--- src/rtl/bdl_pkg.sv ---
package bdl_pkg;

	// ********************************
	// Bit and sync timing, debug clock cycles
	// ********************************
	localparam logic [4:0] BIT_CYC = 5'h10;
	localparam logic [4:0] SAMPLE_CYC = 5'h0A;
	localparam logic [4:0] SPEEDUP_CYC = 5'h07;
	localparam logic [4:0] SPEEDUP_END = 5'h08;
	localparam logic [4:0] TX0_LOW_CYC = 5'h0D;
	localparam logic [4:0] TX0_END = 5'h0E;
	localparam logic [9:0] TIMEOUT_CYC = 10'h200;
	localparam logic [6:0] SYNC_DETECT_CYC = 7'h40;
	localparam logic [7:0] SYNC_GAP_CYC = 8'h10;
	localparam logic [7:0] SYNC_LOW_CYC = 8'h80;
	localparam logic [4:0] CMD_BITS = 5'h08;

	// ********************************
	// Status and control byte
	// ********************************
	localparam int STAT_ENABLE_BIT = 7;
	localparam int STAT_HALTED_BIT = 6;
	localparam int STAT_CLKSEL_BIT = 2;
	localparam logic CTRL_ENABLE_RST = 1'b0;
	localparam logic CTRL_CLKSEL_RST = 1'b0;

	// ********************************
	// Command codes
	// ********************************
	localparam logic [7:0] OP_BACKGROUND = 8'h90;
	localparam logic [7:0] OP_READ_STATUS = 8'hE4;
	localparam logic [7:0] OP_WRITE_CONTROL = 8'hC4;
	localparam logic [7:0] OP_READ_BYTE = 8'hE0;
	localparam logic [7:0] OP_READ_BYTE_WS = 8'hE1;
	localparam logic [7:0] OP_WRITE_BYTE = 8'hC0;
	localparam logic [7:0] OP_WRITE_BYTE_WS = 8'hC1;
	localparam logic [7:0] OP_GO = 8'h08;
	localparam logic [7:0] OP_STEP = 8'h10;
	localparam logic [4:0] OP_READ_REG_HI = 5'h0D;
	localparam logic [4:0] OP_WRITE_REG_HI = 5'h09;

	typedef enum logic [3:0] {
		ST_WAIT = 4'h0,
		ST_RX = 4'h1,
		ST_TX = 4'h2,
		ST_EXEC = 4'h3,
		ST_SYNC_HIGH = 4'h4,
		ST_SYNC_DLY = 4'h5,
		ST_SYNC_LOW = 4'h6,
		ST_SYNC_PULSE = 4'h7
	} bdl_state_t;

	typedef enum logic [3:0] {
		ACT_NONE = 4'h0,
		ACT_STAT = 4'h1,
		ACT_CTRL = 4'h2,
		ACT_MEM_RD = 4'h3,
		ACT_MEM_WR = 4'h4,
		ACT_REG_RD = 4'h5,
		ACT_REG_WR = 4'h6,
		ACT_GO = 4'h7,
		ACT_STEP = 4'h8,
		ACT_BGND = 4'h9
	} bdl_act_t;

	typedef struct packed {
		bdl_act_t act;
		logic [4:0] rx_len;
		logic [4:0] tx_len;
		logic halted_only;
		logic ws;
		logic [2:0] reg_sel;
	} bdl_dec_t;

endpackage

--- src/rtl/bdl_pin_sync.sv ---
// ********************************
// Three-stage input synchroniser
// ********************************
module bdl_pin_sync (
	input wire logic clk_sys, // System clock
	input wire logic rst_n, // Synchronous reset, active low
	input wire logic async_in, // Asynchronous input
	output logic level, // Filtered level
	output logic fall, // One-cycle pulse on a falling change
	output logic rise // One-cycle pulse on a rising change
);
	logic s1;
	logic s2;
	logic s3;
	logic next_level;
	logic agree;

	// Level moves only when stages two and three agree
	always_comb begin
		agree = (s2 == s3);
		next_level = agree ? s3 : level;
		fall = level & ~next_level;
		rise = ~level & next_level;
	end

	// Stages run free; in reset the level follows the wire so the strap can be read
	// Low only once both stages agree low, so no false edge follows release
	always_ff @(posedge clk_sys) begin
		s1 <= async_in;
		s2 <= s1;
		s3 <= s2;
		if (!rst_n) begin
			level <= s2 | s3;
		end else begin
			level <= next_level;
		end
	end
endmodule

--- src/rtl/bdl_link.sv ---
// ********************************
// Single-wire debug link, target side
// ********************************
module bdl_link
	import bdl_pkg::*;
(
	input wire logic clk_sys, // 250 MHz system clock
	input wire logic rst_n, // Synchronous reset, active low
	input wire logic debug_wire_pin_in, // Wire level seen at the pad
	output logic debug_wire_pin_out, // Level driven when enabled
	output logic debug_wire_pin_oe_n, // Low while driving the wire
	input wire logic alt_clk_in, // Alternate debug clock source
	output logic debug_clock_select, // 1: alternate debug clock
	output logic start_halted, // Strap: start in halted debug mode
	input wire logic cpu_halted, // Processor stopped in halted mode
	output logic cpu_halt_req, // Pulse: enter halted mode
	output logic cpu_go, // Pulse: resume user code
	output logic cpu_step, // Pulse: run one instruction
	output logic reg_req, // Register access request, held to ack
	output logic reg_we, // Register access is a write
	output logic [2:0] reg_sel, // Register select, low code bits
	output logic [15:0] reg_wdata, // Register write data
	input wire logic [15:0] reg_rdata, // Register read data
	input wire logic reg_ack, // Pulse: register access done
	output logic mem_req, // Memory access request, held to ack
	output logic mem_we, // Memory access is a write
	output logic [15:0] mem_addr, // Memory address
	output logic [7:0] mem_wdata, // Memory write data
	input wire logic [7:0] mem_rdata, // Memory read data
	input wire logic mem_ack // Pulse: memory access done
);
	// ********************************
	// Command decode
	// ********************************
	function automatic bdl_dec_t decode(input logic [7:0] op);
		bdl_dec_t d;
		d = '{ACT_NONE, 5'h00, 5'h00, 1'b0, 1'b0, op[2:0]};
		if (op[7:3] == OP_READ_REG_HI) begin
			d.act = ACT_REG_RD;
			d.halted_only = 1'b1;
			d.tx_len = (op[1:0] == 2'h0 || op[1:0] == 2'h1) ? 5'h08 : 5'h10;
		end else if (op[7:3] == OP_WRITE_REG_HI) begin
			d.act = ACT_REG_WR;
			d.halted_only = 1'b1;
			d.rx_len = (op[1:0] == 2'h0 || op[1:0] == 2'h1) ? 5'h08 : 5'h10;
		end else begin
			unique case (op)
				OP_BACKGROUND: d.act = ACT_BGND;
				OP_READ_STATUS: d = '{ACT_STAT, 5'h00, 5'h08, 1'b0, 1'b1, 3'h0};
				OP_WRITE_CONTROL: d = '{ACT_CTRL, 5'h08, 5'h00, 1'b0, 1'b0, 3'h0};
				OP_READ_BYTE: d = '{ACT_MEM_RD, 5'h10, 5'h08, 1'b0, 1'b0, 3'h0};
				OP_READ_BYTE_WS: d = '{ACT_MEM_RD, 5'h10, 5'h10, 1'b0, 1'b1, 3'h0};
				OP_WRITE_BYTE: d = '{ACT_MEM_WR, 5'h18, 5'h00, 1'b0, 1'b0, 3'h0};
				OP_WRITE_BYTE_WS: d = '{ACT_MEM_WR, 5'h18, 5'h08, 1'b0, 1'b1, 3'h0};
				OP_GO: d = '{ACT_GO, 5'h00, 5'h00, 1'b1, 1'b0, 3'h0};
				OP_STEP: d = '{ACT_STEP, 5'h00, 5'h00, 1'b1, 1'b0, 3'h0};
				default: d.act = ACT_NONE;
			endcase
		end
		return d;
	endfunction

	// ********************************
	// Input synchronisers
	// ********************************
	logic pin_level;
	logic pin_fall;
	logic alt_rise;

	bdl_pin_sync u_pin (
		.clk_sys(clk_sys),
		.rst_n(rst_n),
		.async_in(debug_wire_pin_in),
		.level(pin_level),
		.fall(pin_fall),
		.rise()
	);

	bdl_pin_sync u_alt (
		.clk_sys(clk_sys),
		.rst_n(rst_n),
		.async_in(alt_clk_in),
		.level(),
		.fall(),
		.rise(alt_rise)
	);

	// ********************************
	// State
	// ********************************
	bdl_state_t state, next_state;
	bdl_dec_t dec, next_dec;
	logic [4:0] bit_cnt, next_bit_cnt;
	logic [7:0] gen_cnt, next_gen_cnt;
	logic [9:0] idle_cnt, next_idle_cnt;
	logic [6:0] low_cnt, next_low_cnt;
	logic have_cmd, next_have_cmd;
	logic [4:0] bits_left, next_bits_left;
	logic [4:0] tx_left, next_tx_left;
	logic [23:0] rx_sr, next_rx_sr;
	logic [15:0] tx_sr, next_tx_sr;
	logic halt_enable, next_halt_enable;
	logic next_clksel;
	logic drive_en, next_drive_en;
	logic next_drive_val;
	logic next_halt_req, next_go, next_step;
	logic next_mem_req, next_mem_we, next_reg_req, next_reg_we;
	logic [15:0] next_mem_addr, next_reg_wdata;
	logic [7:0] next_mem_wdata;
	logic [2:0] next_reg_sel;
	logic next_start_halted;
	logic tick, fall_ok, load, abort;
	logic [7:0] status, d8;
	logic [15:0] d16;
	bdl_dec_t cmd;

	// ********************************
	// Next-state logic
	// ********************************
	// Debug clock is a tick on the system clock; alternate source is edge-detected
	always_comb begin
		tick = debug_clock_select ? alt_rise : 1'b1;
		fall_ok = pin_fall & ~drive_en;
		status = 8'h00;
		status[STAT_ENABLE_BIT] = halt_enable;
		status[STAT_HALTED_BIT] = cpu_halted;
		status[STAT_CLKSEL_BIT] = debug_clock_select;
		next_state = state;
		next_dec = dec;
		next_bit_cnt = bit_cnt;
		next_gen_cnt = gen_cnt;
		next_have_cmd = have_cmd;
		next_bits_left = bits_left;
		next_tx_left = tx_left;
		next_rx_sr = rx_sr;
		next_tx_sr = tx_sr;
		next_halt_enable = halt_enable;
		next_clksel = debug_clock_select;
		next_drive_en = drive_en;
		next_drive_val = debug_wire_pin_out;
		next_halt_req = 1'b0;
		next_go = 1'b0;
		next_step = 1'b0;
		next_mem_req = mem_req;
		next_mem_we = mem_we;
		next_mem_addr = mem_addr;
		next_mem_wdata = mem_wdata;
		next_reg_req = reg_req;
		next_reg_we = reg_we;
		next_reg_sel = reg_sel;
		next_reg_wdata = reg_wdata;
		load = 1'b0;
		d8 = 8'h00;
		d16 = 16'h0000;
		cmd = decode({rx_sr[6:0], pin_level});
		// Strap follows the wire while reset is held; pullup means normal run
		next_start_halted = rst_n ? start_halted : ~pin_level;
		// Gap since the last host edge, saturating
		if (fall_ok) begin
			next_idle_cnt = 10'h000;
		end else if (tick && idle_cnt != TIMEOUT_CYC) begin
			next_idle_cnt = idle_cnt + 10'h001;
		end else begin
			next_idle_cnt = idle_cnt;
		end
		// Host low time; own drive does not count
		if (pin_level || drive_en) begin
			next_low_cnt = 7'h00;
		end else if (tick && low_cnt != SYNC_DETECT_CYC) begin
			next_low_cnt = low_cnt + 7'h01;
		end else begin
			next_low_cnt = low_cnt;
		end
		unique case (state)
			ST_WAIT: begin
				// Any host falling edge opens a bit; no reset or wake-up sequence needed
				if (fall_ok) begin
					next_bit_cnt = 5'h00;
					if (tx_left != 5'h00) begin
						next_state = ST_TX;
						next_drive_en = ~tx_sr[15];
						next_drive_val = 1'b0;
					end else begin
						next_state = ST_RX;
					end
				end
			end
			ST_RX: begin
				if (tick && bit_cnt == SAMPLE_CYC) begin
					next_rx_sr = {rx_sr[22:0], pin_level};
					next_bits_left = bits_left - 5'h01;
					next_state = ST_WAIT;
					if (!have_cmd && bits_left == 5'h01) begin
						// Unknown code, or halted-only code while running: drop it
						if (cmd.act == ACT_NONE || (cmd.halted_only && !cpu_halted)) begin
							next_bits_left = CMD_BITS;
						end else begin
							next_dec = cmd;
							next_have_cmd = 1'b1;
							next_bits_left = cmd.rx_len;
							if (cmd.rx_len == 5'h00) begin
								next_state = ST_EXEC;
							end
						end
					end else if (have_cmd && bits_left == 5'h01) begin
						next_state = ST_EXEC;
					end
				end else if (tick) begin
					next_bit_cnt = bit_cnt + 5'h01;
				end
			end
			ST_TX: begin
				if (tick) begin
					next_bit_cnt = bit_cnt + 5'h01;
					if (tx_sr[15] ? (next_bit_cnt == SPEEDUP_CYC) : (next_bit_cnt == TX0_LOW_CYC)) begin
						next_drive_en = 1'b1;
						next_drive_val = 1'b1;
					end else if (next_bit_cnt == (tx_sr[15] ? SPEEDUP_END : TX0_END)) begin
						next_drive_en = 1'b0;
						next_tx_sr = {tx_sr[14:0], 1'b0};
						next_tx_left = tx_left - 5'h01;
						next_state = ST_WAIT;
						if (tx_left == 5'h01) begin
							next_have_cmd = 1'b0;
							next_bits_left = CMD_BITS;
						end
					end
				end
			end
			ST_EXEC: begin
				unique case (dec.act)
					ACT_STAT: begin
						load = 1'b1;
					end
					ACT_CTRL: begin
						next_halt_enable = rx_sr[STAT_ENABLE_BIT];
						next_clksel = rx_sr[STAT_CLKSEL_BIT];
						load = 1'b1;
					end
					ACT_BGND: begin
						next_halt_req = halt_enable;
						load = 1'b1;
					end
					ACT_GO: begin
						next_go = 1'b1;
						load = 1'b1;
					end
					ACT_STEP: begin
						next_step = 1'b1;
						load = 1'b1;
					end
					ACT_MEM_RD, ACT_MEM_WR: begin
						// Memory touched only after every bit arrived, so aborts stay clean
						if (!mem_req) begin
							next_mem_req = 1'b1;
							next_mem_we = (dec.act == ACT_MEM_WR);
							next_mem_addr = (dec.act == ACT_MEM_WR) ? rx_sr[23:8] : rx_sr[15:0];
							next_mem_wdata = rx_sr[7:0];
						end else if (mem_ack) begin
							next_mem_req = 1'b0;
							d8 = mem_rdata;
							load = 1'b1;
						end
					end
					ACT_REG_RD, ACT_REG_WR: begin
						if (!reg_req) begin
							next_reg_req = 1'b1;
							next_reg_we = (dec.act == ACT_REG_WR);
							next_reg_sel = dec.reg_sel;
							next_reg_wdata = (dec.rx_len == 5'h08) ? {8'h00, rx_sr[7:0]} : rx_sr[15:0];
						end else if (reg_ack) begin
							next_reg_req = 1'b0;
							d8 = reg_rdata[7:0];
							d16 = reg_rdata;
							load = 1'b1;
						end
					end
					default: begin
						load = 1'b1;
					end
				endcase
				if (load) begin
					if (dec.ws) begin
						next_tx_sr = {status, d8};
					end else if (dec.tx_len == BIT_CYC) begin
						next_tx_sr = d16;
					end else begin
						next_tx_sr = {d8, 8'h00};
					end
					next_tx_left = dec.tx_len;
					next_state = ST_WAIT;
					if (dec.tx_len == 5'h00) begin
						next_have_cmd = 1'b0;
						next_bits_left = CMD_BITS;
					end
				end
			end
			ST_SYNC_HIGH: begin
				if (pin_level) begin
					next_gen_cnt = 8'h00;
					next_state = ST_SYNC_DLY;
				end
			end
			ST_SYNC_DLY: begin
				if (tick) begin
					next_gen_cnt = gen_cnt + 8'h01;
					if (next_gen_cnt == SYNC_GAP_CYC) begin
						next_gen_cnt = 8'h00;
						next_drive_en = 1'b1;
						next_drive_val = 1'b0;
						next_state = ST_SYNC_LOW;
					end
				end
			end
			ST_SYNC_LOW: begin
				if (tick) begin
					next_gen_cnt = gen_cnt + 8'h01;
					if (next_gen_cnt == SYNC_LOW_CYC) begin
						next_drive_val = 1'b1;
						next_state = ST_SYNC_PULSE;
					end
				end
			end
			ST_SYNC_PULSE: begin
				if (tick) begin
					next_drive_en = 1'b0;
					next_state = ST_WAIT;
				end
			end
			default: begin
				next_state = ST_WAIT;
			end
		endcase
		// Sync request and silence both abandon a command still on the wire
		abort = 1'b0;
		if (state == ST_WAIT || state == ST_RX || state == ST_TX) begin
			if (low_cnt == SYNC_DETECT_CYC) begin
				abort = 1'b1;
				next_state = ST_SYNC_HIGH;
			end else if (idle_cnt == TIMEOUT_CYC && (have_cmd || bits_left != CMD_BITS)) begin
				abort = 1'b1;
				next_state = ST_WAIT;
			end
		end
		if (abort) begin
			next_have_cmd = 1'b0;
			next_bits_left = CMD_BITS;
			next_tx_left = 5'h00;
			next_drive_en = 1'b0;
		end
	end

	// ********************************
	// Registers
	// ********************************
	// No mapped registers; status and control live only behind the wire
	always_ff @(posedge clk_sys) begin
		start_halted <= next_start_halted;
		if (!rst_n) begin
			state <= ST_WAIT;
			dec <= '{ACT_NONE, 5'h00, 5'h00, 1'b0, 1'b0, 3'h0};
			bit_cnt <= 5'h00;
			gen_cnt <= 8'h00;
			idle_cnt <= 10'h000;
			low_cnt <= 7'h00;
			have_cmd <= 1'b0;
			bits_left <= CMD_BITS;
			tx_left <= 5'h00;
			rx_sr <= 24'h000000;
			tx_sr <= 16'h0000;
			halt_enable <= CTRL_ENABLE_RST;
			debug_clock_select <= CTRL_CLKSEL_RST;
			drive_en <= 1'b0;
			debug_wire_pin_out <= 1'b1;
			cpu_halt_req <= 1'b0;
			cpu_go <= 1'b0;
			cpu_step <= 1'b0;
			mem_req <= 1'b0;
			mem_we <= 1'b0;
			mem_addr <= 16'h0000;
			mem_wdata <= 8'h00;
			reg_req <= 1'b0;
			reg_we <= 1'b0;
			reg_sel <= 3'h0;
			reg_wdata <= 16'h0000;
		end else begin
			state <= next_state;
			dec <= next_dec;
			bit_cnt <= next_bit_cnt;
			gen_cnt <= next_gen_cnt;
			idle_cnt <= next_idle_cnt;
			low_cnt <= next_low_cnt;
			have_cmd <= next_have_cmd;
			bits_left <= next_bits_left;
			tx_left <= next_tx_left;
			rx_sr <= next_rx_sr;
			tx_sr <= next_tx_sr;
			halt_enable <= next_halt_enable;
			debug_clock_select <= next_clksel;
			drive_en <= next_drive_en;
			debug_wire_pin_out <= next_drive_val;
			cpu_halt_req <= next_halt_req;
			cpu_go <= next_go;
			cpu_step <= next_step;
			mem_req <= next_mem_req;
			mem_we <= next_mem_we;
			mem_addr <= next_mem_addr;
			mem_wdata <= next_mem_wdata;
			reg_req <= next_reg_req;
			reg_we <= next_reg_we;
			reg_sel <= next_reg_sel;
			reg_wdata <= next_reg_wdata;
		end
	end

	assign debug_wire_pin_oe_n = ~drive_en;
endmodule

--- config.mk ---
export PLATFORM = sky130hd
export DESIGN_NAME = bdl_link
export DESIGN_NICKNAME = d
export VERILOG_FILES = /design/src/rtl/bdl_pkg.sv /design/src/rtl/bdl_pin_sync.sv /design/src/rtl/bdl_link.sv
export SDC_FILE = /design/constraint.sdc
export NUM_CORES = 1
export LEC_CHECK = 0
export BUFFER_PORTS_ARGS = -buffer_cell sky130_fd_sc_hd__buf_2
export CAP_MARGIN = 40
export CORE_MARGIN = 4
export CORE_UTILIZATION = 54
export DETAILED_ROUTE_END_ITERATION = 16
export PLACE_DENSITY = 0.77
export SLEW_MARGIN = 20
export SYNTH_ARGS = -nofsm -noshare
export SYNTH_HDL_FRONTEND = slang
export SYNTH_HIERARCHICAL = 1
export SYNTH_SLANG_ARGS = --single-unit
--- constraint.sdc ---
create_clock -name clk_sys -period 2.4 [get_ports clk_sys]
set_input_delay 0.36 -clock clk_sys [delete_from_list [all_inputs] [get_ports clk_sys]]
set_output_delay 0.36 -clock clk_sys [all_outputs]
set_load 0.02 [all_outputs]
== Word-level counts from Yosys, hierarchy flattened ==
Cells that the tools add are included.
Cells by class
  $add $sub $neg: 6
  eq/ne operators: 64
  multiplexer cells: 123
  bitwise gates (word level): 14
  reduce and logical (&&, ||, !) cells: 51
Operator list (number)
  $mux W16: 11
  $pmux W15 S7: 1
  $mux W5: 19
  $mux W4: 19
  $eq A8 B8 Y1 const B: 8
  $mux W8: 8
  $mux W1: 46
  $ne A2 B2 Y1 const B: 18
  $eq A4 B3 Y1 const B: 8
  $pmux W16 S2: 1
  $pmux W4 S8: 1
  $pmux W5 S3: 2
  $pmux W4 S7: 1
  $eq A5 B4 Y1 const B: 5
  $pmux W8 S3: 1
  $eq A4 B2 Y1 const B: 4
  $eq A8 B5 Y1 const B: 2
  $pmux W8 S2: 1
  $reduce_and A8 Y1: 2
  $reduce_or A2 Y1: 8
  $reduce_and A3 Y1: 4
  $add A10 B1 Y10 const B: 1
  $eq A10 B10 Y1 const B: 1
  $eq A5 B1 Y1 const B: 2
  other kinds (44): 84
Word-level totals
  register bits: 166
  input bits: 31
  output and inout port bits: 54
  logic and storage cells: 297

== Logic depth before layout (Yosys ltp) ==
Gate-level depths: netlist (run 1).
  depth in word-level cells: 14
  mapped depth: 13

== By module ==
Netlist (run 1), hierarchy kept.
Modules (own cells, without submodules)
  bdl_link: times used 1, cells each 995, area an instance 7943.9 um2, seq. area each 3052.9 um2
  bdl_pin_sync: times used 2, cells each 11, area an instance 132.6 um2, seq. area each 80.1 um2

== Worst setup path after synthesis (run 1) ==
OpenSTA, ideal clock, no wires.
  kind: register to register
  start: register bit_cnt[0]
  end: register tx_sr[6]
  setup time: 123 ps
  arrival: 2230 ps
  setup slack: 47 ps
  cell stages (with the launch flop): 9
  buffers on the path: 1
  clock period less this slack: 2353 ps
  cells stage by stage: dfxtp_1 inv_1 ha_1 or3_4 a221oi_4 o21ai_1 nor2_2 buf_2 o21ai_0
Between the ends
  cells in the longest elaborated chain, start to end: 5
  elaborated cells on any way between the ends: 8
  those cells by class: add/sub: 1; eq/ne: 5; mux: 1; reduce/logical: 1
Ends and longest elaborated chain
  from (decl): line bdl_link.sv:93  | logic [4:0] bit_cnt, next_bit_cnt;
  from (signal assigned): line bdl_link.sv:389  | bit_cnt <= next_bit_cnt;
  $add A5 B1 Y5 (*): line bdl_link.sv:214  | next_bit_cnt = bit_cnt + 5'h01;
  $eq A5 B4 Y1 or $eq A5 B3 Y1 (tied branches): line bdl_link.sv:215  | if (tx_sr[15] ? (next_bit_cnt == SPEEDUP_CYC) : (next_bit_cnt == TX0_LOW_CYC)) begin
  $mux W1: line bdl_link.sv:215
  $ne A2 B2 Y1 (no source line)
  $reduce_and A5 Y1 (no source line) (*)
  to (signal assigned): line bdl_link.sv:397  | tx_sr <= next_tx_sr;
  to (decl): line bdl_link.sv:101  | logic [15:0] tx_sr, next_tx_sr;
Every way passes the cells marked *; elsewhere a longest branch is shown, timed or not.
A chain may end at the register's enable or synchronous reset.

== Worst setup path after layout (run 1) ==
  start: register u_alt.s2
  end: register bits_left[1]
Between the ends
  cells in the longest elaborated chain, start to end: 7
  elaborated cells on any way between the ends: 8
  those cells by class: eq/ne: 3; mux: 2; bitwise: 1; reduce/logical: 2
Ends and longest elaborated chain
  from (decl): line bdl_pin_sync.sv:13  | logic s2;
  from (signal assigned): line bdl_pin_sync.sv:30  | s2 <= s1;
  $eq A1 B1 Y1 (*): line bdl_pin_sync.sv:20  | agree = (s2 == s3);
  $mux W1 (*): line bdl_pin_sync.sv:21  | next_level = agree ? s3 : level;
  $and A1 B1 Y1 (*): line bdl_pin_sync.sv:23  | rise = ~level & next_level;
  named net alt_rise: line bdl_link.sv:68  | logic alt_rise;
  $mux W1 (*): line bdl_link.sv:122  | tick = debug_clock_select ? alt_rise : 1'b1;
  $logic_and A1 B1 Y1: line bdl_link.sv:189  | if (tick && bit_cnt == SAMPLE_CYC) begin
  $ne A2 B2 Y1 (no source line)
  $reduce_and A8 Y1 (no source line) (*)
  to (signal assigned): line bdl_link.sv:394  | bits_left <= next_bits_left;
  to (decl): line bdl_link.sv:98  | logic [4:0] bits_left, next_bits_left;
The timed path passes the listed nets; every way through them passes the cells marked *.

==> results of run 1 <==
-- worst register-to-register path, cell delays in order (launching register included) --
cell     delay (ps)
dfxtp_1         330
inv_1            70
ha_4            250
nor3_4          200
buf_4           150
nor2b_4          50
o31ai_1         290
a32oi_1         150
nor3_2          240
nand3_2         140
buf_4           160
o41ai_1         240
-- per-layer routing --
metal  routed length (um)  up-vias
met2                10300      261
met5                    0        -
li1                     -     3853
met4                  286        0
met3                 1220       28
met1                10100     3711
-- stage by stage --
stage               cell area (um2)  total power, uW  hold WS, ps  TNS [ps]
floorplan                      8200             2870          310         0
global route                   9890             6010         17.6      -355
detailed placement             9090             2950          316     -73.5
global placement               9090             2950          310         0
finish                         9890             5820         32.0         0
CTS                            9730             5840         21.3     -18.7
-- path summary, 6_finish.rpt --
path	to	start	cells past startpoint	slack [ps]
min	u_alt/s1$_DFF_P_	alt_clk_in	1	30
max reg2reg	bits_left[1]$_SDFFE_PP0P_	u_alt/s2$_DFF_P_	11	30
max	bits_left[1]$_SDFFE_PP0P_	u_alt/s2$_DFF_P_	11	30
min reg2reg	u_pin/s2$_DFF_P_	u_pin/s1$_DFF_P_	0	330
-- what timing repair did --
action,4_1_cts,5_1_grt
setup endpoints to repair,9,34
setup buffers,0,4
pin swaps,1,8
gates resized for setup,4,32
-- where the power goes --
group,total [uW],switching (uW),internal (uW)
logic,215,130,85.0
clock network,2910,1150,1760
registers,2690,18.0,2680
-- cell type report --
| type | instances | area [um2] | share of cell area |
|---|---|---|---|
| multi-input combinational | 755 | 4690 | 0.474 |
| sequential | 160 | 3220 | 0.326 |
| timing repair buffer | 155 | 1010 | 0.102 |
| clock buffer | 18 | 429 | 0.0434 |
| tap | 184 | 230 | 0.0233 |
| clock inverter | 13 | 199 | 0.0201 |
| inverter | 28 | 106 | 0.0107 |
-- registers in the layout, indices dropped and copies added, names as in the netlist, 3 cells and up --
signal / count
idle_cnt: 10
rx_sr: 24
reg_sel: 3
tx_sr: 16
bit_cnt: 5
bits_left: 5
mem_addr: 16
dec: 12
reg_wdata: 16
mem_wdata: 8
tx_left: 5
gen_cnt: 8
state: 4
low_cnt: 7
==> flow_summary_export.csv, run 1 <==
group,metric,value,unit
outcome,status,"completed",
sta,hold_violations,0,
floorplan,dieArea,17200,um2
critical_path,path_class,"flip-flop to flip-flop",
clocking,clk_pin_slew_worst_paths,70,ps
global_routing,use_met1,0.337,
floorplan,rows,44,
clocking,cts_sinks,160,
final_layout,area_delta_synth_final,20.7,%
clocking,clockBufferDepth,2,
final_layout,final_nets,1163,
final_layout,most-common-layout-cells,"154 x dfxtp_1, 152 x nand2_1, 104 x a21oi_1, 84 x buf_2, 83 x nor2_1",
final_layout,drive_gt1_frac,0.213,
place,hpwl,15000,um
critical_path,critPathCaptureType,"flip-flop",
global_routing,grt_use_total,0.241,
final_layout,final_common_cell,"dfxtp_1",
clocking,clk_latency,430,ps
synth,syn-instance-count,1015,
critical_path,cp_slowest_stage_delay,330,ps
synth,syn_avg_cell_area,8.08,um2
critical_path,cp_num_buf_inv,3,
synth,yosysWarnings,6,
critical_path,slowest_stage,"dfxtp_1",
final_layout,finalCoreUtilization,0.673,
sta,post-route-min-period,2370,ps
critical_path,crit_top_cell,"buf_4",
global_routing,overflow,0,
sta,slew_headroom,0.621,
drt,vias,7853,
synth,syn_area,8200,um2
global_routing,grt_max_degree,114,
final_layout,fill_cells,1232,
floorplan,core_area,14700,um2
sta,fmax,421,MHz
floorplan,pin_count,85,
place,dp_slack,-52.2,ps
floorplan,die_w,131,um
sta,fin_ws,27.4,ps
sta,tightestPinTransition,568,ps
sta,drv_slew,0,
critical_path,arrival,2690,ps
clocking,htree_levels,4,
sta,rsz0062_at_grt,"true",
synth,syn-num-nets,1061,
power_and_ir_drop,p_leak,0.00364,uW
sta,period_share,0.989,
global_routing,use_met3,0.0478,
global_routing,grt_pass1_wl,35000,um
sta,setup_viol,0,
floorplan,initial_utilization,0.558,
drt,wl_per_cell,16.6,um
drt,avgViaCountPerCell,5.98,
drt,ant_nets,0,
run,max_cap_viol_count,0,
drt,dr.pass1.iters,5,
drt,drt_iter0_markers,725,
final_layout,n_antenna_cell,0,
place,portBuffers,84,
place,gp_congestion,0.906,
global_routing,use_met2,0.378,
critical_path,path_max_fanout,6,
global_routing,grt_pass1_vias,7043,
clocking,cts_made_buffers,17,
critical_path,crit_family,"compound AO/OA/AOI/OAI gates",
floorplan,die_h,131,um
sta,fin_skew,7.96,ps
power_and_ir_drop,vdd_drop_max,0.510,mV
critical_path,startpoint_type,"flip-flop",
clocking,cts_root_buf,"clkbuf_16",
clocking,cts_tree,"yes",
global_routing,antenna_found_initial,0,
global_routing,top_usage_layer,"met2",
final_layout,stdcell_count,1313,
place,placed_cells,1278,
critical_path,cp.required,2720,ps
clocking,hold_buffers,0,
power_and_ir_drop,p_per_area,588,nW/um2
critical_path,crit_chain,"inv_1 > ha_4 > nor3_4 > buf_4 > nor2b_4 > o31ai_1 > a32oi_1 > nor3_2 > nand3_2 > buf_4 > o41ai_1",
drt,wl,21800,um
drt,drcViolationCount,0,
worst_hold_path,hp-class,"input port to flip-flop",
(Power assumes the default switching activity.)
==> run 2, diff against run 1 <==
--- a/config.mk
+++ b/config.mk
@@ -8,9 +8,9 @@
 export BUFFER_PORTS_ARGS = -buffer_cell sky130_fd_sc_hd__buf_2
 export CAP_MARGIN = 40
 export CORE_MARGIN = 4
-export CORE_UTILIZATION = 54
+export CORE_UTILIZATION = 64
 export DETAILED_ROUTE_END_ITERATION = 16
-export PLACE_DENSITY = 0.77
+export PLACE_DENSITY = 0.86
 export SLEW_MARGIN = 20
 export SYNTH_ARGS = -nofsm -noshare
 export SYNTH_HDL_FRONTEND = slang
==> constraint.sdc (replaced) <==
create_clock -name clk_sys -period 3 [get_ports clk_sys]
set_input_delay 0.45 -clock clk_sys [delete_from_list [all_inputs] [get_ports clk_sys]]
set_output_delay 0.45 -clock clk_sys [all_outputs]
set_load 0.02 [all_outputs]
==> flow_summary_export.csv, run 2 (synthesis results as in run 1) <==
group,metric,value,unit
power_and_ir_drop,vdd_drop_max,0.351,mV
clocking,clk_pin_slew_worst_paths,60,ps
global_routing,grt_pass1_vias,7088,
drt,avgViaCountPerCell,6.24,
clocking,clockBufferDepth,2,
worst_hold_path,hp-class,"input port to flip-flop",
floorplan,dieArea,14700,um2
sta,fmax,339,MHz
power_and_ir_drop,combPwrFrac,0.035,
drt,drt_iter0_markers,813,
drt,wl_per_cell,16.4,um
place,portBuffers,84,
power_and_ir_drop,swShare,0.237,
critical_path,cp.required,3320,ps
place,placed_cells,1223,
critical_path,arrival,3270,ps
drt,highest_layer,"met4",
run,max_cap_viol_count,0,
global_routing,grt_pass1_wl,33900,um
final_layout,stdcell_count,1255,
sta,period_share,0.983,
sta,slew_headroom,0.441,
clocking,cts_tree,"yes",
sta,hold_violations,0,
drt,wl,20600,um
final_layout,fin_area,9250,um2
drt,ant_nets,0,
power_and_ir_drop,clockPowerShare,0.465,
critical_path,slowest_stage,"a31oi_1",
clocking,htree_levels,4,
power_and_ir_drop,p_leak,0.00332,uW
global_routing,antenna_found_initial,0,
power_and_ir_drop,p_per_area,466,nW/um2
critical_path,crit_family,"compound AO/OA/AOI/OAI gates",
final_layout,final_nets,1116,
sta,holdWs,117,ps
clocking,cts_made_buffers,17,
drt,dr.pass1.iters,8,
place,gp_congestion,0.912,
drt,drcViolationCount,0,
critical_path,critPathCaptureType,"flip-flop",
global_routing,grt_max_degree,69,
clocking,cts_root_buf,"clkbuf_16",
final_layout,n_antenna_cell,0,
final_layout,final_common_cell,"dfxtp_1",
critical_path,cp_num_buf_inv,3,
drt,route.met2.wl,9340,um
sta,fin_skew,10.7,ps
final_layout,largest_reg_flops,24,
critical_path,path_max_fanout,10,
critical_path,startpoint_type,"flip-flop",
sta,rsz0062_at_grt,"false",
final_layout,largest-register,"rx_sr",
final_layout,drive_gt1_frac,0.159,
floorplan,core_area,12600,um2
drt,vias,7826,
final_layout,area_delta_synth_final,12.8,%
floorplan,die_h,121,um
floorplan,pin_count,85,
clocking,post_cts_buffers,0,
critical_path,path_class,"flip-flop to flip-flop",
clocking,clk_latency,440,ps
clocking,cts_sinks,160,
place,hpwl,14000,um
floorplan,rows,41,
floorplan,die_w,121,um
place,place_area,8700,um2
global_routing,overflow,0,
critical_path,cp_slowest_stage_delay,650,ps
final_layout,most-common-layout-cells,"159 x dfxtp_1, 152 x nand2_1, 105 x a21oi_1, 84 x buf_2, 83 x nor2_1",
drt,routedLengthMet1,9100,um
global_routing,grt_use_total,0.283,
drt,dr_wl_met3,1530,um
power_and_ir_drop,pwr-share-seq,0.500,
sta,setup_viol,0,
sta,tns,0,ps
sta,drv_slew,0,
floorplan,initial_utilization,0.652,
critical_path,crit_chain,"inv_1 > ha_1 > or4b_1 > nor3b_1 > buf_4 > o21bai_1 > a31oi_1 > clkinv_1 > o41a_1",
outcome,status,"completed",
sta,tightestPinTransition,835,ps
power_and_ir_drop,p_sw,1020,uW
power_and_ir_drop,intPower,3290,uW
sta,post-route-min-period,2950,ps
==> run 2: cell count changes in the layout (fill, tap and decap cells not counted), sizes merged <==
cell and delta:
clkinvlp -1, bufinv -4, clkbuf +1, inv -1, buf -47, clkinv +6
==> run 2: final timing paths <==
check	from	end	slack [ps]	cells after the start
worst min-delay path	debug_wire_pin_in	u_pin/s1$_DFF_P_	120	1
worst max-delay path	low_cnt[0]$_SDFFE_PP0P_	bits_left[3]$_SDFFE_PP1P_	50	9
worst min register to register	u_pin/s1$_DFF_P_	u_pin/s2$_DFF_P_	340	0
worst max register to register	low_cnt[0]$_SDFFE_PP0P_	bits_left[3]$_SDFFE_PP1P_	50	9
==> run 2: metal layers <==
metal	up-vias	track usage
li1	3759	-
met1	3667	0.391
met2	342	0.432
met3	58	0.0527
met4	0	0.128
met5	-	0
==> run 2: area by class of cell <==
class / count / area [um2]
clock buffers: 19 / 443
clock inverters: 13 / 101
fillers: 969 / 3320
inverters: 28 / 106
multi-input cells: 755 / 4570
flip-flops and latches: 160 / 3210
well taps: 172 / 215
repair buffers: 108 / 601
==> run 2: power by group through the flow <==
stage          clock (uW)  combinational (uW)  sequential [uW]
2_1_floorplan           0                93.9             2200
3_3_place_gp            0                 147             2200
3_5_place_dp            0                 149             2200
4_1_cts              2030                 150             2160
5_1_grt              2120                 168             2160
6_report             2000                 152             2160
==> run 2: per-stage QoR <==
stage	util	setup WS [ps]	power (uW)
6_report	0.736	51.6	4310
5_1_grt	0.736	1.78	4440
4_1_cts	0.735	159	4330
3_5_place_dp	0.692	125	2350
3_3_place_gp	0.692	253	2350
2_1_floorplan	-	647	2290
==> run 2: what timing repair did <==
item / CTS / global route
hold buffers: 0 / 0
endpoints found under the setup margin: 0 / 1
resized for setup: 0 / 1
==> run 2: worst register-to-register path, stage by stage (launching register included) <==
cell      delay (ps)
dfxtp_1          380
inv_1             60
ha_1             180
or4b_1           150
nor3b_1           40
buf_4            150
o21bai_1         150
a31oi_1          650
clkinv_1         560
o41a_1           520
